===== config.mk =====
export PLATFORM = sky130hd
export DESIGN_NAME = cts_top
export DESIGN_NICKNAME = d
export VERILOG_FILES = /design/src/verilog/cts_pkg.sv /design/src/verilog/cts_top.sv
export SDC_FILE = /design/constraint.sdc
export NUM_CORES = 1
export LEC_CHECK = 0
export BUFFER_PORTS_ARGS = -buffer_cell sky130_fd_sc_hd__buf_2
export CAP_MARGIN = 5
export CORE_UTILIZATION = 45
export DETAILED_ROUTE_END_ITERATION = 12
export PLACE_DENSITY = 0.67
export SYNTH_ARGS = -nofsm -noshare
export SYNTH_HDL_FRONTEND = slang
export SYNTH_SLANG_ARGS = --single-unit

===== constraint.sdc =====
create_clock -name MCLK_I -period 4.9 [get_ports MCLK_I]
set_input_delay 0 -clock MCLK_I [delete_from_list [all_inputs] [get_ports MCLK_I]]
set_output_delay 0 -clock MCLK_I [all_outputs]
set_load 0.02 [all_outputs]

===== src/verilog/cts_pkg.sv =====
/*
  Package for the cascade trigger block: register map of the AXI4-Lite
  slave, field positions, reset values and timing constants.
  Assumes a 200 MHz system clock and 32-bit AXI4-Lite data.
*/
package cts_pkg;

  // Clock rate and the derived tick lengths.
  localparam int unsigned CLK_PERIOD_PS = 5000;             // 5 ns period.
  localparam int unsigned US_PS         = 1000000;          // One microsecond.
  localparam int unsigned US_CYCLES     = US_PS / CLK_PERIOD_PS;
  localparam int unsigned MS_PER_US     = 1000;             // Microseconds.

  // Register byte addresses.
  localparam logic [7:0] ADDR_CASC  = 8'h00;                // Cascade setup.
  localparam logic [7:0] ADDR_CYCLE = 8'h04;                // Master period.
  localparam logic [7:0] ADDR_DELAY = 8'h08;                // Slave delay.
  localparam logic [7:0] ADDR_PIN   = 8'h0C;                // Pin setup.
  localparam logic [7:0] ADDR_STAT  = 8'h10;                // Status.

  // Cascade setup fields.
  localparam int unsigned CASC_EN_BIT   = 0;                // Enable.
  localparam int unsigned CASC_ROLE_BIT = 1;                // 1 master.

  // Pin setup fields.
  localparam int unsigned PIN_DIR_BIT   = 0;                // 1 input.
  localparam int unsigned PIN_POL_BIT   = 1;                // 0 light sw.
  localparam int unsigned PIN_OFN_LSB   = 8;                // Out function.
  localparam int unsigned PIN_IFN_LSB   = 16;               // In function.
  localparam int unsigned FN_W          = 4;                // Function width.
  localparam logic [3:0]  OFN_TRIG_OUT  = 4'h3;             // Trigger out.
  localparam logic [3:0]  IFN_TRIG_IN   = 4'h1;             // Trigger in.

  // Reset values.
  localparam logic [31:0] CASC_RST  = 32'h0000_0000;        // Disabled.
  localparam logic [15:0] CYCLE_RST = 16'h000A;             // 10 ms.
  localparam logic [23:0] DELAY_RST = 24'h00_0000;          // No delay.
  localparam logic [31:0] PIN_RST   = 32'h0000_0001;        // Input.

  // Widths.
  localparam int unsigned CYCLE_W = 16;                     // Milliseconds.
  localparam int unsigned DELAY_W = 24;                     // Microseconds.
  localparam int unsigned PRE_W   = 8;                      // Prescaler.
  localparam int unsigned MSC_W   = 10;                     // us in a ms.

  // Trigger pulse length on the pin in microseconds.
  localparam int unsigned TRIG_US = 10;

  // AXI responses.
  localparam logic [1:0] RESP_OKAY   = 2'h0;                // Done.
  localparam logic [1:0] RESP_SLVERR = 2'h2;                // Unmapped.

endpackage : cts_pkg


===== src/verilog/cts_top.sv =====
/*
  Cascade trigger logic of one light curtain, with its AXI4-Lite register
  slave. A master unit emits a periodic trigger on the shared pin and
  starts its own scan; a slave unit takes the trigger from the pin and
  starts one scan after a programmed delay.
  Assumes the pin input is synchronous to MCLK_I and that the scan engine
  accepts a one-cycle start pulse.
*/
// Notes on behaviour
// - Cascade acts only while enable is 1.
// - Role 1 makes the unit master, generating trigger.
// - Role 0 makes the unit a waiting slave.
// - Master trigger period is programmed milliseconds.
// - Slave scans after programmed microsecond delay.
// - Pin direction 1 input, 0 output.
// - Switching setting 0 selects light-switching polarity.
// - Output function 3 drives trigger on pin.
// - Input function 1 takes pin as trigger.
`timescale 1ns/10ps
module cts_top (
  input  wire logic        MCLK_I,          // 200 MHz clock.
  input  wire logic        ARST_N_I,        // Async reset, active low.
  input  wire logic [7:0]  AWADDR_I,        // Write address.
  input  wire logic        AWVALID_I,       // Write address valid.
  output logic             AWREADY_O,       // Write address ready.
  input  wire logic [31:0] WDATA_I,         // Write data.
  input  wire logic [3:0]  WSTRB_I,         // Write strobes.
  input  wire logic        WVALID_I,        // Write data valid.
  output logic             WREADY_O,        // Write data ready.
  output logic [1:0]       BRESP_O,         // Write response.
  output logic             BVALID_O,        // Write response valid.
  input  wire logic        BREADY_I,        // Write response ready.
  input  wire logic [7:0]  ARADDR_I,        // Read address.
  input  wire logic        ARVALID_I,       // Read address valid.
  output logic             ARREADY_O,       // Read address ready.
  output logic [31:0]      RDATA_O,         // Read data.
  output logic [1:0]       RRESP_O,         // Read response.
  output logic             RVALID_O,        // Read data valid.
  input  wire logic        RREADY_I,        // Read data ready.
  input  wire logic        TRIG_PIN_I,      // Pin level seen.
  output logic             TRIG_PIN_O,      // Pin level driven.
  output logic             TRIG_PIN_OE_N_O, // Low while driving.
  output logic             SCAN_START_O     // One-cycle scan start.
);
  import cts_pkg::*;

  // Applies the polarity setting; light switching passes the level as is.
  function automatic logic pol(input logic lvl, input logic dark);
    pol = lvl ^ dark;
  endfunction : pol

  // Merges a write word into a register under byte strobes.
  function automatic logic [31:0] merge(input logic [31:0] old,
                                        input logic [31:0] dat,
                                        input logic [3:0]  stb);
    for (int i = 0; i < 4; i++) begin
      merge[i*8 +: 8] = stb[i] ? dat[i*8 +: 8] : old[i*8 +: 8];
    end
  endfunction : merge

  // Configuration registers.
  logic [31:0]        casc_r, casc_nxt;       // Enable and role.
  logic [CYCLE_W-1:0] cycle_r, cycle_nxt;     // Master period in ms.
  logic [DELAY_W-1:0] delay_r, delay_nxt;     // Slave delay in us.
  logic [31:0]        pin_r, pin_nxt;         // Pin setup.

  // Bus handshake state.
  logic        aw_r, aw_nxt;                  // Address held.
  logic        w_r, w_nxt;                    // Data held.
  logic [7:0]  awa_r, awa_nxt;                // Held write address.
  logic [31:0] wd_r, wd_nxt;                  // Held write data.
  logic [3:0]  ws_r, ws_nxt;                  // Held strobes.
  logic        bv_r, bv_nxt;                  // Write response valid.
  logic [1:0]  br_r, br_nxt;                  // Write response code.
  logic        rv_r, rv_nxt;                  // Read data valid.
  logic [1:0]  rr_r, rr_nxt;                  // Read response code.
  logic [31:0] rd_r, rd_nxt;                  // Read data.
  logic        awrdy_r, awrdy_nxt;            // Write address ready.
  logic        wrdy_r, wrdy_nxt;              // Write data ready.
  logic        arrdy_r, arrdy_nxt;            // Read address ready.
  logic [31:0] cyc_wr, dly_wr;                // Merged write words.

  // Trigger engine state.
  typedef enum logic [1:0] {ST_IDLE, ST_WAIT} cts_state_t;
  cts_state_t         st_r, st_nxt;           // Slave delay phase.
  logic [PRE_W-1:0]   pre_r, pre_nxt;         // Cycles to one us.
  logic [MSC_W-1:0]   msc_r, msc_nxt;         // us to one ms.
  logic [CYCLE_W-1:0] per_r, per_nxt;         // ms into the period.
  logic [DELAY_W-1:0] dly_r, dly_nxt;         // us into the delay.
  logic [7:0]         pw_r, pw_nxt;           // us left of trigger pulse.
  logic               in_d_r, in_d_nxt;       // Previous trigger level.
  logic               pin_o_r, pin_o_nxt;     // Pin drive.
  logic               oe_n_r, oe_n_nxt;       // Pin enable, low drives.
  logic               scan_r, scan_nxt;       // Scan start pulse.
  logic [15:0]        ntrig_r, ntrig_nxt;     // Triggers seen or sent.

  // Decoded settings.
  logic en, master, dir_in, dark, out_fn, in_fn, us_tick, ms_tick, trig_in;
  logic acting_master, acting_slave;
  logic do_wr, slave_edge;
  always_comb begin
    en      = casc_r[CASC_EN_BIT];
    master  = casc_r[CASC_ROLE_BIT];
    dir_in  = pin_r[PIN_DIR_BIT];
    dark    = pin_r[PIN_POL_BIT];
    out_fn  = pin_r[PIN_OFN_LSB +: FN_W] == OFN_TRIG_OUT;
    in_fn   = pin_r[PIN_IFN_LSB +: FN_W] == IFN_TRIG_IN;
    acting_master = en && master;
    acting_slave  = en && !master;
    us_tick = pre_r == PRE_W'(US_CYCLES - 1);
    ms_tick = us_tick && (msc_r == MSC_W'(MS_PER_US - 1));
    trig_in = pol(TRIG_PIN_I, dark);
    do_wr   = aw_r && w_r && !bv_r;
    slave_edge = acting_slave && dir_in && in_fn && trig_in && !in_d_r;
    cyc_wr  = merge({16'h0000, cycle_r}, wd_r, ws_r);
    dly_wr  = merge({8'h00, delay_r}, wd_r, ws_r);
  end

  // Bus next-state: address and data are taken in either order; the
  // response follows once both are held.
  always_comb begin
    aw_nxt = aw_r;  w_nxt = w_r;  awa_nxt = awa_r;
    wd_nxt = wd_r;  ws_nxt = ws_r;
    bv_nxt = bv_r;  br_nxt = br_r;
    rv_nxt = rv_r;  rr_nxt = rr_r;  rd_nxt = rd_r;
    casc_nxt = casc_r;  cycle_nxt = cycle_r;
    delay_nxt = delay_r;  pin_nxt = pin_r;
    if (AWVALID_I && !aw_r) begin
      aw_nxt = 1'b1;
      awa_nxt = AWADDR_I;
    end
    if (WVALID_I && !w_r) begin
      w_nxt = 1'b1;
      wd_nxt = WDATA_I;
      ws_nxt = WSTRB_I;
    end
    if (do_wr) begin
      aw_nxt = 1'b0;
      w_nxt  = 1'b0;
      bv_nxt = 1'b1;
      br_nxt = RESP_OKAY;
      unique case (awa_r)
        ADDR_CASC:  casc_nxt  = merge(casc_r, wd_r, ws_r);
        ADDR_CYCLE: cycle_nxt = cyc_wr[CYCLE_W-1:0];
        ADDR_DELAY: delay_nxt = dly_wr[DELAY_W-1:0];
        ADDR_PIN:   pin_nxt   = merge(pin_r, wd_r, ws_r);
        ADDR_STAT:  br_nxt    = RESP_OKAY;   // Status writes are ignored.
        default:    br_nxt    = RESP_SLVERR; // Unmapped address.
      endcase
    end else if (bv_r && BREADY_I) begin
      bv_nxt = 1'b0;
    end
    if (ARVALID_I && !rv_r) begin
      rv_nxt = 1'b1;
      rr_nxt = RESP_OKAY;
      unique case (ARADDR_I)
        ADDR_CASC:  rd_nxt = casc_r;
        ADDR_CYCLE: rd_nxt = {16'h0000, cycle_r};
        ADDR_DELAY: rd_nxt = {8'h00, delay_r};
        ADDR_PIN:   rd_nxt = pin_r;
        ADDR_STAT:  rd_nxt = {ntrig_r, 12'h000, st_r == ST_WAIT,
                              oe_n_r, pin_o_r, in_d_r};
        default: begin
          rd_nxt = 32'h0000_0000;
          rr_nxt = RESP_SLVERR;
        end
      endcase
    end else if (rv_r && RREADY_I) begin
      rv_nxt = 1'b0;
    end
    // Readies live in flops of their own so every port leaves a flop.
    awrdy_nxt = !aw_nxt;
    wrdy_nxt  = !w_nxt;
    arrdy_nxt = !rv_nxt;
  end

  // Bus registers.
  always_ff @(posedge MCLK_I or negedge ARST_N_I) begin
    if (!ARST_N_I) begin
      aw_r <= 1'b0;  w_r <= 1'b0;  awa_r <= 8'h00;
      wd_r <= 32'h0000_0000;  ws_r <= 4'h0;
      bv_r <= 1'b0;  br_r <= RESP_OKAY;
      rv_r <= 1'b0;  rr_r <= RESP_OKAY;  rd_r <= 32'h0000_0000;
      casc_r <= CASC_RST;  cycle_r <= CYCLE_RST;
      delay_r <= DELAY_RST;  pin_r <= PIN_RST;
      awrdy_r <= 1'b1;  wrdy_r <= 1'b1;  arrdy_r <= 1'b1;
    end else begin
      aw_r <= aw_nxt;  w_r <= w_nxt;  awa_r <= awa_nxt;
      wd_r <= wd_nxt;  ws_r <= ws_nxt;
      bv_r <= bv_nxt;  br_r <= br_nxt;
      rv_r <= rv_nxt;  rr_r <= rr_nxt;  rd_r <= rd_nxt;
      casc_r <= casc_nxt;  cycle_r <= cycle_nxt;
      delay_r <= delay_nxt;  pin_r <= pin_nxt;
      awrdy_r <= awrdy_nxt;  wrdy_r <= wrdy_nxt;  arrdy_r <= arrdy_nxt;
    end
  end

  // Trigger engine next-state. The millisecond time base runs freely while
  // this unit is master, so its period is exact whole milliseconds. A slave
  // restarts the microsecond prescaler at each trigger edge, so its delay
  // is never short; this costs nothing, as only a master uses the
  // millisecond boundaries.
  always_comb begin
    st_nxt = st_r;  dly_nxt = dly_r;  per_nxt = per_r;
    pw_nxt = pw_r;  scan_nxt = 1'b0;  ntrig_nxt = ntrig_r;
    pre_nxt = us_tick ? '0 : pre_r + 1'b1;
    msc_nxt = ms_tick ? '0 : (us_tick ? msc_r + 1'b1 : msc_r);
    in_d_nxt = trig_in;
    oe_n_nxt = dir_in;
    if (pw_r != '0 && us_tick) begin
      pw_nxt = pw_r - 1'b1;
    end
    if (acting_master) begin
      st_nxt = ST_IDLE;
      if (ms_tick) begin
        if (per_r >= cycle_r - 1'b1 || cycle_r == '0) begin
          per_nxt = '0;
          pw_nxt  = 8'(TRIG_US);
          scan_nxt = 1'b1;
          ntrig_nxt = ntrig_r + 1'b1;
        end else begin
          per_nxt = per_r + 1'b1;
        end
      end
    end else begin
      // Park the time base two microsecond ticks short of a boundary, so a
      // new master triggers within two microseconds, after its pin drives.
      per_nxt = '1;
      msc_nxt = MSC_W'(MS_PER_US - 2);
      if (!acting_slave) begin
        pw_nxt = '0;
        st_nxt = ST_IDLE;
      end
    end
    // Slave side: a rising edge restarts the delay and the prescaler, so
    // the delay is counted from the edge itself.
    if (slave_edge) begin
      st_nxt  = ST_WAIT;
      dly_nxt = '0;
      pre_nxt = '0;
      ntrig_nxt = ntrig_r + 1'b1;
    end else if (acting_slave && st_r == ST_WAIT) begin
      if (dly_r >= delay_r) begin
        st_nxt = ST_IDLE;
        scan_nxt = 1'b1;
      end else if (us_tick) begin
        dly_nxt = dly_r + 1'b1;
      end
    end
    // Pin drive only for the trigger-out function; light switching drives
    // the pulse high.
    pin_o_nxt = pol(!dir_in && out_fn && pw_nxt != '0, dark);
  end

  // Trigger engine registers.
  always_ff @(posedge MCLK_I or negedge ARST_N_I) begin
    if (!ARST_N_I) begin
      st_r <= ST_IDLE;  pre_r <= '0;  msc_r <= '0;  per_r <= '0;
      dly_r <= '0;  pw_r <= '0;  in_d_r <= 1'b0;
      pin_o_r <= 1'b0;  oe_n_r <= 1'b1;  scan_r <= 1'b0;
      ntrig_r <= 16'h0000;
    end else begin
      st_r <= st_nxt;  pre_r <= pre_nxt;  msc_r <= msc_nxt;
      per_r <= per_nxt;  dly_r <= dly_nxt;  pw_r <= pw_nxt;
      in_d_r <= in_d_nxt;  pin_o_r <= pin_o_nxt;  oe_n_r <= oe_n_nxt;
      scan_r <= scan_nxt;  ntrig_r <= ntrig_nxt;
    end
  end

  assign AWREADY_O = awrdy_r;
  assign WREADY_O  = wrdy_r;
  assign BVALID_O  = bv_r;
  assign BRESP_O   = br_r;
  assign ARREADY_O = arrdy_r;
  assign RVALID_O  = rv_r;
  assign RRESP_O   = rr_r;
  assign RDATA_O   = rd_r;
  assign TRIG_PIN_O      = pin_o_r;
  assign TRIG_PIN_OE_N_O = oe_n_r;
  assign SCAN_START_O    = scan_r;
endmodule : cts_top

**After elaboration in Yosys (flattened, before gate mapping)**

Index checks and enable logic that the tools add are counted.

- Bits of input ports: 60
- Register bits: 279
- Output and inout bits: 44

- Bitwise gates (word level): 2
- Order comparisons: 2
- Equality and inequality tests: 16
- Reduce and logical (&&, ||, !) cells: 57
- Multiplexer cells: 43
- Add/subtract/negate cells: 7

Operator list:

| kind | count |
|---|---|
| $pmux 32 s5 | 1 |
| $mux 16 | 7 |
| $mux 24 | 4 |
| $mux 8 | 7 |
| $reduce_and 3->1 | 15 |
| $add 16x1->16 const B | 2 |
| $eq 8x4->1 const B | 4 |
| $mux 10 | 3 |
| $add 24x1->24 const B | 1 |
| $ge 24x24->1 | 1 |
| $logic_and 1x1->1 | 18 |
| $eq 8x3->1 const B | 2 |
| $eq 8x5->1 const B | 2 |
| $ge 16x16->1 | 1 |
| $logic_not 16->1 | 1 |
| $logic_not 8->1 | 2 |
| $reduce_bool 8->1 | 2 |
| $sub 16x1->16 const B | 1 |
| $mux 1 | 14 |
| $mux 2 | 7 |
| $reduce_bool 2->1 | 6 |
| $add 10x1->10 const B | 1 |
| $eq 10x10->1 const B | 1 |
| $logic_not 1->1 | 10 |
| 11 further kinds | 14 |

**Depth between registers and ports, before layout**

Gate-level depths: netlist of the first run.

- Word-level depth: 9
- Gate-level depth with buffers: 16
- Mapped depth without buffers: 15

**Least setup slack after synthesis of the first run**

Ideal clock, no wire load.

- Path type: register to register
- From: register cycle_r[0]
- To: register per_r[10]
- Data arrival time: 3.403 ns
- Period minus slack after synthesis: 3.527 ns
- Path buffers: 1
- Setup time: 0.124 ns
- Stages on the path, launching flop included: 15
- Setup slack: 1.373 ns
- Required time: 4.776 ns
- Cells stage by stage: dfrtp_1 -> inv_1 -> ha_1 -> or3b_1 -> nor4_4 -> nand2b_2 -> nor4_1 -> xnor2_1 -> ha_1 -> nand2_1 -> o41ai_1 -> clkbuf_1 -> nor2_1 -> a21o_1 -> a211o_1

- Longest elaborated chain between the ends: 6

RTL lines:

| what | RTL line | RTL |
|---|---|---|
| start, declared | cts_top.sv:63 | `logic [CYCLE_W-1:0] cycle_r, cycle_nxt;` |
| start signal, assigned | cts_top.sv:192 | `casc_r <= casc_nxt; cycle_r <= cycle_nxt;` |
| $sub 16x1->16 | cts_top.sv:216 | `if (per_r >= cycle_r - 1'b1 \|\| cycle_r == '0) begin` |
| $ge 16x16->1 | cts_top.sv:216 |  |
| $logic_or 1x1->1 (*) | cts_top.sv:216 |  |
| $mux 16 (*) | cts_top.sv:216 |  |
| $mux 16 (*) | cts_top.sv:215 | `if (ms_tick) begin` |
| $mux 16 (*) | cts_top.sv:213 | `if (acting_master) begin` |
| end signal, assigned | cts_top.sv:264 | `per_r <= per_nxt; dly_r <= dly_nxt; pw_r <= pw_nxt;` |
| end, declared | cts_top.sv:88 | `logic [CYCLE_W-1:0] per_r, per_nxt;` |

Mark *: on every way between the ends. The rest lies on a longest branch, timed or not. The select of a mux whose other input is x is not followed.
A chain may end at the register's enable or synchronous reset.

**Worst setup path after layout of the first run**

- From: register cycle_r[0]
- To: register ntrig_r[8]

- Longest elaborated chain between the ends: 5

RTL lines:

| what | RTL line | RTL |
|---|---|---|
| $sub 16x1->16 | cts_top.sv:216 |  |
| $ge 16x16->1 | cts_top.sv:216 |  |
| $logic_or 1x1->1 (*) | cts_top.sv:216 |  |
| $reduce_bool 2->1 (no line) (*) | n/a |  |
| $reduce_and 3->1 (no line) (*) | n/a |  |
| end signal, assigned | cts_top.sv:266 | `scan_r <= scan_nxt; ntrig_r <= ntrig_nxt;` |
| end, declared | cts_top.sv:95 | `logic [15:0] ntrig_r, ntrig_nxt;` |

Mark *: on every way between the ends. The rest lies on a longest branch, timed or not.

==> flow_metrics.tcl, run 1 <==
set metrics [dict create \
    syn_area_um2 13700 \
    r2r-start "cycle_r[0]" \
    dr.pass1.iters 7 \
    powerDensity_nw_per_um2 468 \
    fin_crit_sh_pct 79.7 \
    rr_worst_depth 16 \
    peakVddDrop_v 0.000387 \
    multi_input_area_um2 6450 \
    max-slew-margin-rel_pct 18.9 \
    end_kind "flop" \
    die_h_um 177 \
    routabilityCongestion 0.883 \
    synth_seq_area_share_pct 50.5 \
    critical-path-top-delay-family "simple AND/OR/NAND/NOR gates" \
    synth_edf_count 0 \
    hold_buffers 54 \
    critical_path.max_stage_delay_ns 0.57 \
    die_area_um2 31300 \
    antenna_found_initial 0 \
    clk_latency_ns 0.56 \
    final_hold_viol_count 0 \
    cts_tree "done" \
    cp-start-kind "flop" \
    cts_made_buffers 30 \
    ys_types 69 \
    n_fill_cell 2470 \
    critPathKind "reg -> reg" \
    area_delta_synth_final_pct 19.1 \
    dieWidth_um 177 \
    grt-ovfl-total 0 \
    crit_top_cell "ha_1" \
    grt_max_degree 164 \
    drv_cap 0 \
    worstPathArrival_ns 4.34 \
    hold_path_class "in -> async" \
    status "complete, no violations" \
    post_drt_wl_per_cell_um 18.5 \
    synth.avg_cell_area_um2 11.2 \
    rows 63 \
    period_needed_ns 3.91 \
    critical_path_required_ns 5.33 \
    drc 0 \
    fin_nets 1471 \
    grt_pass1_wl_um 54000 \
    startpoint "cycle_r[0]" \
    setup_viol 0 \
    holdWs_ns 0.111 \
    postCtsSetupBuffers 0 \
    antenna_cells 0 \
    place_inst 1668 \
    clk_pin_slew_worst_paths_ns 0.07 \
    clockBufferDepth 3 \
    r2r_slack_ns 0.99 \
    final_cells 1778 \
    io_buffers 101 \
    ys_ff_latch 277 \
    final.setup.tns_ns 0 \
    crit_cells 16 \
    final_common_cell "dfrtp_1" \
    drtAntennaViolNets 0 \
    vias 10200 \
    cpMaxStageDelayCell "o211ai_2" \
    reg2reg_to "ntrig_r[8]" \
    drv_slew 0 \
    skew_ns 0.0106 \
    cp.buffers_inverters 2 \
    io_pins 104 \
    final_cell_mix "dfrtp_1, mux2_2, nand2_1, buf_2, o21ai_0" \
    p_leak_nw 7.18 \
    drive_gt1_share_pct 26.0 \
    grtUsageTotal_pct 21.6 \
    yosys_most_used_dff "dfrtp_1" \
    seqCellArea_um2 6940 \
    core_um2 29900 \
    endpoint "ntrig_r[8]" \
    cts_sinks 277 \
    fmax_mhz 256 \
    grt_pass1_vias 10100 \
    rsz0062_at_grt "no" \
    cts_root_buffer "clkbuf_16" \
    drt-initial-drc-count 632 \
    crit_chain "inv_1 -> ha_1 -> or3b_1 -> nor4_4 -> nand2b_2 -> nor4_1 -> xnor2_1 -> ha_1 -> nand2_1 -> o21ai_0 -> a21oi_1 -> o41ai_2 -> o211ai_2 -> buf_4 -> a211oi_2 -> xor2_1" \
    via_per_inst 5.73 \
    initial_utilization_pct 46.0 \
    async_flop_share_pct 100 \
    cts-resized-gates 0 \
    cts_max_level 1 \
    tightest_slew_ns 1.21 \
    synthCells 1223 \
    cp_max_fo 10 \
    wl_um 32800 \
    yosysWarnings 0 \
    dp_hpwl_um 22600 \
]
synth_stat cells, types with 8 or more instances:
master	count	area (µm²)
or4_1	22	165
mux4_2	13	293
o311ai_0	8	70.1
dfrtp_1	270	6760
nand2_1	109	409
ha_1	47	588
a222oi_1	11	110
o31ai_1	21	158
xor2_1	24	210
o211ai_1	8	60.1
nor2b_1	13	81.3
nand3_1	45	225
a211oi_2	8	100
xnor2_1	17	149
o21ai_0	68	340
nand4_1	14	87.6
buf_1	9	33.8
a221oi_1	9	78.8
a21oi_1	52	260
nor3_1	18	90.1
and3_1	25	156
mux2i_1	9	90.1
clkbuf_1	42	158
nor2_1	56	210
a21o_1	9	67.6
mux2_2	150	1690
inv_1	40	150
nand2b_1	10	62.6
worst min path at each step:
stage                 from     endpoint  slack, ns
2_1_floorplan     ARST_N_I   BRESP_O[1]      -0.30
3_3_place_gp      ARST_N_I     msc_r[3]       0.15
3_5_place_dp      ARST_N_I     msc_r[2]       0.15
4_1_cts        ARADDR_I[7]  RDATA_O[15]       0.09
5_1_grt        ARADDR_I[7]  RDATA_O[14]       0.13
6_report          ARST_N_I     msc_r[4]       0.11
area by class of cell:
cell class,count,area share (%)
clock inverter,13,1.74
multi-input combinational,849,39.4
clock buffer,43,5.56
tap,390,2.98
sequential,277,42.4
timing repair buffer,166,7.03
inverter,40,0.917
metal layers:
metal	GRT usage, %	part of all wire, %	routed length (µm)	up-vias
met5	0	0	0	-
met4	5.35	2.0	666	0
met3	3.05	4.7	1550	43
met2	35.1	47	15600	237
met1	30.5	46	15000	5116
li1	-	-	-	4786
through the flow:
step | area [µm²] | total power, mW | utilization, % | setup slack (ns)
after floorplan | 13800 | 4.34 | - | 1.37
after global placement | 14600 | 4.89 | 49.0 | 1.09
after detailed placement | 14600 | 4.99 | 49.0 | 1.02
after CTS | 16400 | 7.70 | 54.8 | 0.976
after global routing | 16400 | 8.10 | 54.8 | 0.630
final | 16400 | 7.65 | 54.8 | 0.994
power by group:
group          internal [mW]  leakage [nW]  switching, mW  total, mW
Clock                   1.71         0.587          0.940       2.65
Combinational          0.916          3.19           1.07       1.99
Sequential              2.64          3.40          0.378       3.02
Total                   5.26          7.18           2.39       7.65
kinds of logic after synthesis:
kind of cell	synth area share (%)
flip-flops	50.5
adder cells (fa/ha/maj)	4.28
multiplexers	15.1
buffers and inverters	2.86
AND/OR/NAND/NOR	13.5
XOR/XNOR	2.61
other	0.0273
AO/OA/AOI/OAI	11.2
worst register-to-register path, delay by kind of cell (launching register included):
| kind | cells | cell delay, ns |
|---|---|---|
| and+or+nand+nor | 5 | 1.22 |
| AOI/OAI and AO/OA | 5 | 1.03 |
| adders and majority gates | 2 | 0.43 |
| DFF | 1 | 0.41 |
| buffers and inverters | 2 | 0.36 |
| xor gates and xnor gates | 2 | 0.33 |
flip-flops by register name, indices dropped and copies added, names as in the netlist, 10 cells and up:
| register | flops |
|---|---|
| delay_r | 24 |
| pin_r | 32 |
| cycle_r | 16 |
| dly_r | 24 |
| casc_r | 32 |
| per_r | 16 |
| ntrig_r | 16 |
| RDATA_O | 32 |
| msc_r | 10 |
| wd_r | 32 |
Note: power is estimated with default switching activity, not from simulation.
==> run 2: changes to the inputs <==
--- a/config.mk
+++ b/config.mk
@@ -9,7 +9,7 @@
 export CAP_MARGIN = 5
 export CORE_UTILIZATION = 45
 export DETAILED_ROUTE_END_ITERATION = 12
-export PLACE_DENSITY = 0.67
+export PLACE_DENSITY = 0.69
 export SYNTH_ARGS = -nofsm -noshare
 export SYNTH_HDL_FRONTEND = slang
 export SYNTH_SLANG_ARGS = --single-unit
==> constraint.sdc (replaced) <==
create_clock -name MCLK_I -period 3.1 [get_ports MCLK_I]
set_input_delay 0 -clock MCLK_I [delete_from_list [all_inputs] [get_ports MCLK_I]]
set_output_delay 0 -clock MCLK_I [all_outputs]
set_load 0.02 [all_outputs]
==> flow_metrics.tcl, run 2 (synthesized netlist as in run 1, its figures left out) <==
set metrics [dict create \
    final_area_um2 16900 \
    wl_met3_um 1700 \
    via_per_inst 5.70 \
    end_kind "flop" \
    fmax_mhz 294 \
    clk_pin_slew_worst_paths_ns 0.06 \
    post_drt_wl_per_cell_um 18.7 \
    antenna_cells 0 \
    drv_cap 0 \
    dieWidth_um 177 \
    drtAntennaViolNets 0 \
    place_inst 1705 \
    drc 0 \
    peakVddDrop_v 0.000943 \
    antenna_found_initial 0 \
    vias 10400 \
    io_buffers 101 \
    max-slew-margin-rel_pct 23.4 \
    critPathKind "reg -> reg" \
    cts_sinks 277 \
    dr.pass1.iters 6 \
    drive_gt1_share_pct 30.6 \
    io_pins 104 \
    cpMaxStageDelayCell "or3b_4" \
    power.total_mw 13.4 \
    dp_slack_ns -0.383 \
    die_h_um 177 \
    cp-start-kind "flop" \
    fin_crit_sh_pct 110 \
    violations "negative setup slack" \
    final_hold_viol_count 0 \
    core_um2 29900 \
    crit_chain "inv_2 -> ha_4 -> or3b_4 -> nor4_4 -> nand2b_4 -> nor4_4 -> xnor2_1 -> ha_1 -> nand2_2 -> o21ai_2 -> a21oi_2 -> o41ai_4 -> buf_6 -> buf_6 -> o211ai_1 -> buf_4 -> buf_6 -> nand2_8 -> a21oi_2" \
    fin_nets 1516 \
    dp_hpwl_um 23100 \
    final_cells 1821 \
    final_cell_mix "dfrtp_1, mux2_2, nand2_1, buf_2, o21ai_0" \
    clockBufferDepth 3 \
    p_leak_nw 7.39 \
    die_area_um2 31300 \
    crit_top_cell "buf_6" \
    worstPathArrival_ns 3.88 \
    final_common_cell "dfrtp_1" \
    status "finished, violations left" \
    grt_pass1_vias 10400 \
    critical_path.max_stage_delay_ns 0.40 \
    setup_viol 42 \
    holdWs_ns 0.0136 \
    n_fill_cell 2495 \
    setup_ws_ns -0.305 \
    drt-initial-drc-count 671 \
    grt_max_degree 90 \
    cts_max_level 1 \
    skew_ns 0.0279 \
    cp_max_fo 6 \
    initial_utilization_pct 46.0 \
    cts_made_buffers 30 \
    rsz0062_at_grt "yes" \
    critical_path_required_ns 3.58 \
    wl_met2_um 16500 \
    routabilityCongestion 0.889 \
    area_delta_synth_final_pct 23.2 \
    grt-ovfl-total 0 \
    clk_latency_ns 0.57 \
    cts_tree "done" \
    rr_worst_depth 19 \
    hold_path_class "in -> async" \
    met1_length_um 15100 \
    tightest_slew_ns 1.14 \
    drv_slew 0 \
    grtUsageTotal_pct 22.0 \
    grt_pass1_wl_um 54900 \
    rows 63 \
    postPlaceCellArea_um2 15000 \
    wl_um 34000 \
    cts_root_buffer "clkbuf_16" \
    top_layer "met4" \
    powerDensity_nw_per_um2 793 \
    period_needed_ns 3.40 \
]
run 2: changes by cell type in the layout (fill, tap and decap cells not counted), moves of 5 or more:
cell	change
clkbuf_8	-6
o21ai_1	+6
nor2_1	-8
buf_4	+30
a21oi_2	+5
o311ai_0	-5
a21oi_1	-5
o21ai_0	-9
nor2_4	+5
buf_6	+10
clkbuf_1	+8
run 2: layout make-up:
class	count	area [µm²]	area share, %
Multi-Input combinational cell	850	6770	40.0
Tap cell	390	488	2.88
Sequential cell	277	6940	41.0
Timing Repair Buffer	210	1560	9.24
Clock buffer	45	857	5.06
Clock inverter	9	163	0.961
Inverter	40	150	0.887
run 2: through the flow:
step,utilization (%),TNS (ns)
detailed placement,50.2,-10.44
floorplan,-,-0.252
finish,56.7,-9.59
global route,56.7,-16.77
CTS,56.1,-9.29
global placement,50.2,-6.50
run 2: final timing paths:
| path | from | endpoint | slack [ns] |
|---|---|---|---|
| max in group asynchronous | ARST_N_I | wd_r[27] | 2.10 |
| hold reg to reg | pin_r[0] | TRIG_PIN_OE_N_O | 0.42 |
| min in group MCLK_I | BREADY_I | BVALID_O | 0.16 |
| hold / removal | ARST_N_I | RDATA_O[8] | 0.01 |
| setup reg to reg | cycle_r[0] | pw_r[4] | -0.30 |
| setup / recovery | cycle_r[0] | pw_r[4] | -0.30 |
run 2: critical path: cells and delay by family (launching register included):
| kind | cells | cell delay [ns] |
|---|---|---|
| simple gates | 6 | 1.13 |
| buf+inv | 5 | 0.64 |
| xor+xnor | 1 | 0.15 |
| fa+ha+maj | 2 | 0.39 |
| compound gates | 5 | 0.63 |
| flops | 1 | 0.39 |
run 2: routing by layer:
| metal | vias up | track usage (%) |
|---|---|---|
| met5 | - | 0 |
| met1 | 5203 | 30.3 |
| met4 | 0 | 5.75 |
| li1 | 4860 | - |
| met2 | 264 | 36.2 |
| met3 | 54 | 3.35 |
run 2: power by group:
| group | switching, mW | internal (mW) | total, mW |
|---|---|---|---|
| registers | 0.581 | 4.17 | 4.75 |
| clock network | 1.45 | 2.23 | 3.68 |
| logic | 2.41 | 2.58 | 4.99 |
run 2: timing repair:
action                                  4_1_cts  5_1_grt
hold buffers                                 54        0
buffers inserted                              5        3
endpoints found under the setup margin       42       42
gates cloned                                  2        0
pin swaps                                    30       11
hold endpoints to repair                    292        0
resized for setup                            42       41
==> run 3: changes to the inputs <==
--- a/config.mk
+++ b/config.mk
@@ -7,6 +7,7 @@
 export LEC_CHECK = 0
 export BUFFER_PORTS_ARGS = -buffer_cell sky130_fd_sc_hd__buf_2
 export CAP_MARGIN = 5
+export CORE_MARGIN = 2
 export CORE_UTILIZATION = 45
 export DETAILED_ROUTE_END_ITERATION = 12
 export PLACE_DENSITY = 0.69
==> flow_metrics.tcl, run 3 (synthesized netlist as in run 1, its figures left out) <==
set metrics [dict create \
    grt_pass1_wl_um 53900 \
    die_area_um2 32000 \
    met1_length_um 14700 \
    dp_hpwl_um 23100 \
    final_hold_viol_count 0 \
    top_layer "met4" \
    drv_cap 0 \
    violations "negative setup slack" \
    peakVddDrop_v 0.000628 \
    cts_root_buffer "clkbuf_16" \
    grtUsageTotal_pct 21.1 \
    fmax_mhz 292 \
    dp_slack_ns -0.451 \
    holdWs_ns 0.0572 \
    rsz0062_at_grt "yes" \
    die_h_um 179 \
    post_drt_wl_per_cell_um 18.1 \
    drive_gt1_share_pct 30.7 \
    utilization_pct 56.2 \
    cts_max_level 1 \
    r2r_slack_ns -0.33 \
    final_cell_mix "dfrtp_1, mux2_2, nand2_1, buf_2, o21ai_0" \
    drt-initial-drc-count 639 \
    grt-ovfl-total 0 \
    routabilityCongestion 0.851 \
    clk_latency_ns 0.55 \
    end_kind "flop" \
    crit_chain "inv_2 -> ha_4 -> or3b_4 -> nor4_4 -> nand2b_4 -> nor4_4 -> xnor2_1 -> ha_1 -> nand2_2 -> buf_6 -> o41ai_2 -> buf_4 -> o211ai_2 -> buf_12 -> nand2_2 -> mux2_4" \
    clockBufferDepth 3 \
    rows 63 \
    antenna_cells 0 \
    hold_path_class "in -> async" \
    reg2reg_to "ntrig_r[1]" \
    setup_ws_ns -0.330 \
    clk_pin_slew_worst_paths_ns 0.06 \
    antenna_found_initial 0 \
    worstPathArrival_ns 3.86 \
    critical_path.max_stage_delay_ns 0.41 \
    grt_max_degree 116 \
    io_buffers 101 \
    via_per_inst 5.70 \
    dr.pass1.iters 5 \
    cp-start-kind "flop" \
    fin_crit_sh_pct 111 \
    vias 10400 \
    area_delta_synth_final_pct 22.1 \
    core_um2 29900 \
    wl_met3_um 1610 \
    initial_utilization_pct 46.0 \
    setup_viol 42 \
    tightest_slew_ns 1.07 \
    rr_worst_depth 16 \
    p_leak_nw 7.37 \
    grt_pass1_vias 10200 \
    final_common_cell "dfrtp_1" \
    cts_sinks 277 \
    fin_nets 1514 \
    drtAntennaViolNets 0 \
    cp_max_fo 13 \
    critPathKind "reg -> reg" \
    wl_um 32900 \
    cts_made_buffers 31 \
    drc 0 \
    cts_tree "done" \
    period_needed_ns 3.43 \
    critical_path_required_ns 3.53 \
    dieWidth_um 179 \
    powerDensity_nw_per_um2 757 \
    skew_ns 0.0101 \
    drv_slew 0 \
    status "finished, violations left" \
    max-slew-margin-rel_pct 28.1 \
    wl_met2_um 15800 \
    cpMaxStageDelayCell "dfrtp_1" \
    io_pins 104 \
    r2r-start "cycle_r[0]" \
]
## run 3: worst max path at each step
stage                     slack, ns  cells after the start          to  startpoint
after detailed placement      -0.45                     17    per_r[3]  cycle_r[0]
after global routing          -0.51                     16  ntrig_r[7]  cycle_r[0]
after CTS                     -0.32                     16  ntrig_r[7]  cycle_r[0]
final                         -0.33                     16  ntrig_r[1]  cycle_r[0]
after floorplan               -0.06                     14  TRIG_PIN_O  cycle_r[6]
after global placement        -0.28                     16   per_r[12]  cycle_r[0]
## run 3: where the power goes
group,switching [mW],internal [mW]
clock,1.46,2.13
combinational,2.18,2.18
sequential,0.573,4.17
total,4.22,8.48
## run 3: worst max-delay path, delay by kind of cell (launching register included)
kind | cells | cell delay [ns]
xor+xnor | 1 | 0.11
flops | 1 | 0.41
simple gates | 6 | 1.03
compound gates | 2 | 0.41
fa+ha+maj | 2 | 0.43
mux | 1 | 0.31
buf+inv | 4 | 0.59
## run 3: cell type report
cell class                 count  area, µm²
fill                        2459      13100
timing repair buffer         207       1520
clock buffer                  43        911
clock inverter                14        113
inverter                      40        150
multi-input combinational    850       6660
tap                          390        488
sequential                   277       6940
## run 3: what timing repair did
item / CTS / global route
pin swaps: 25 / 11
cloned: 1 / 0
setup buffers: 3 / 4
hold endpoints to repair: 167 / 0
setup endpoints to repair: 42 / 42
resized for setup: 34 / 27
hold buffers: 54 / 0
## run 3: layer usage
metal  vias to the layer above  track usage [%]
li1                       4873                -
met1                      5209             29.5
met2                       245             34.2
met3                        55             3.24
met4                         0             5.76
met5                         -                0
## run 3: metrics by stage
step | TNS [ns] | instances | area [µm²] | total power [mW]
finish | -9.30 | 1821 | 16800 | 12.7
global route | -17.37 | 1821 | 16800 | 13.5
CTS | -7.74 | 1818 | 16700 | 12.4
detailed placement | -11.68 | 1703 | 15000 | 8.37
global placement | -7.78 | 1703 | 15000 | 8.22
floorplan | -0.252 | 1224 | 13800 | 7.07
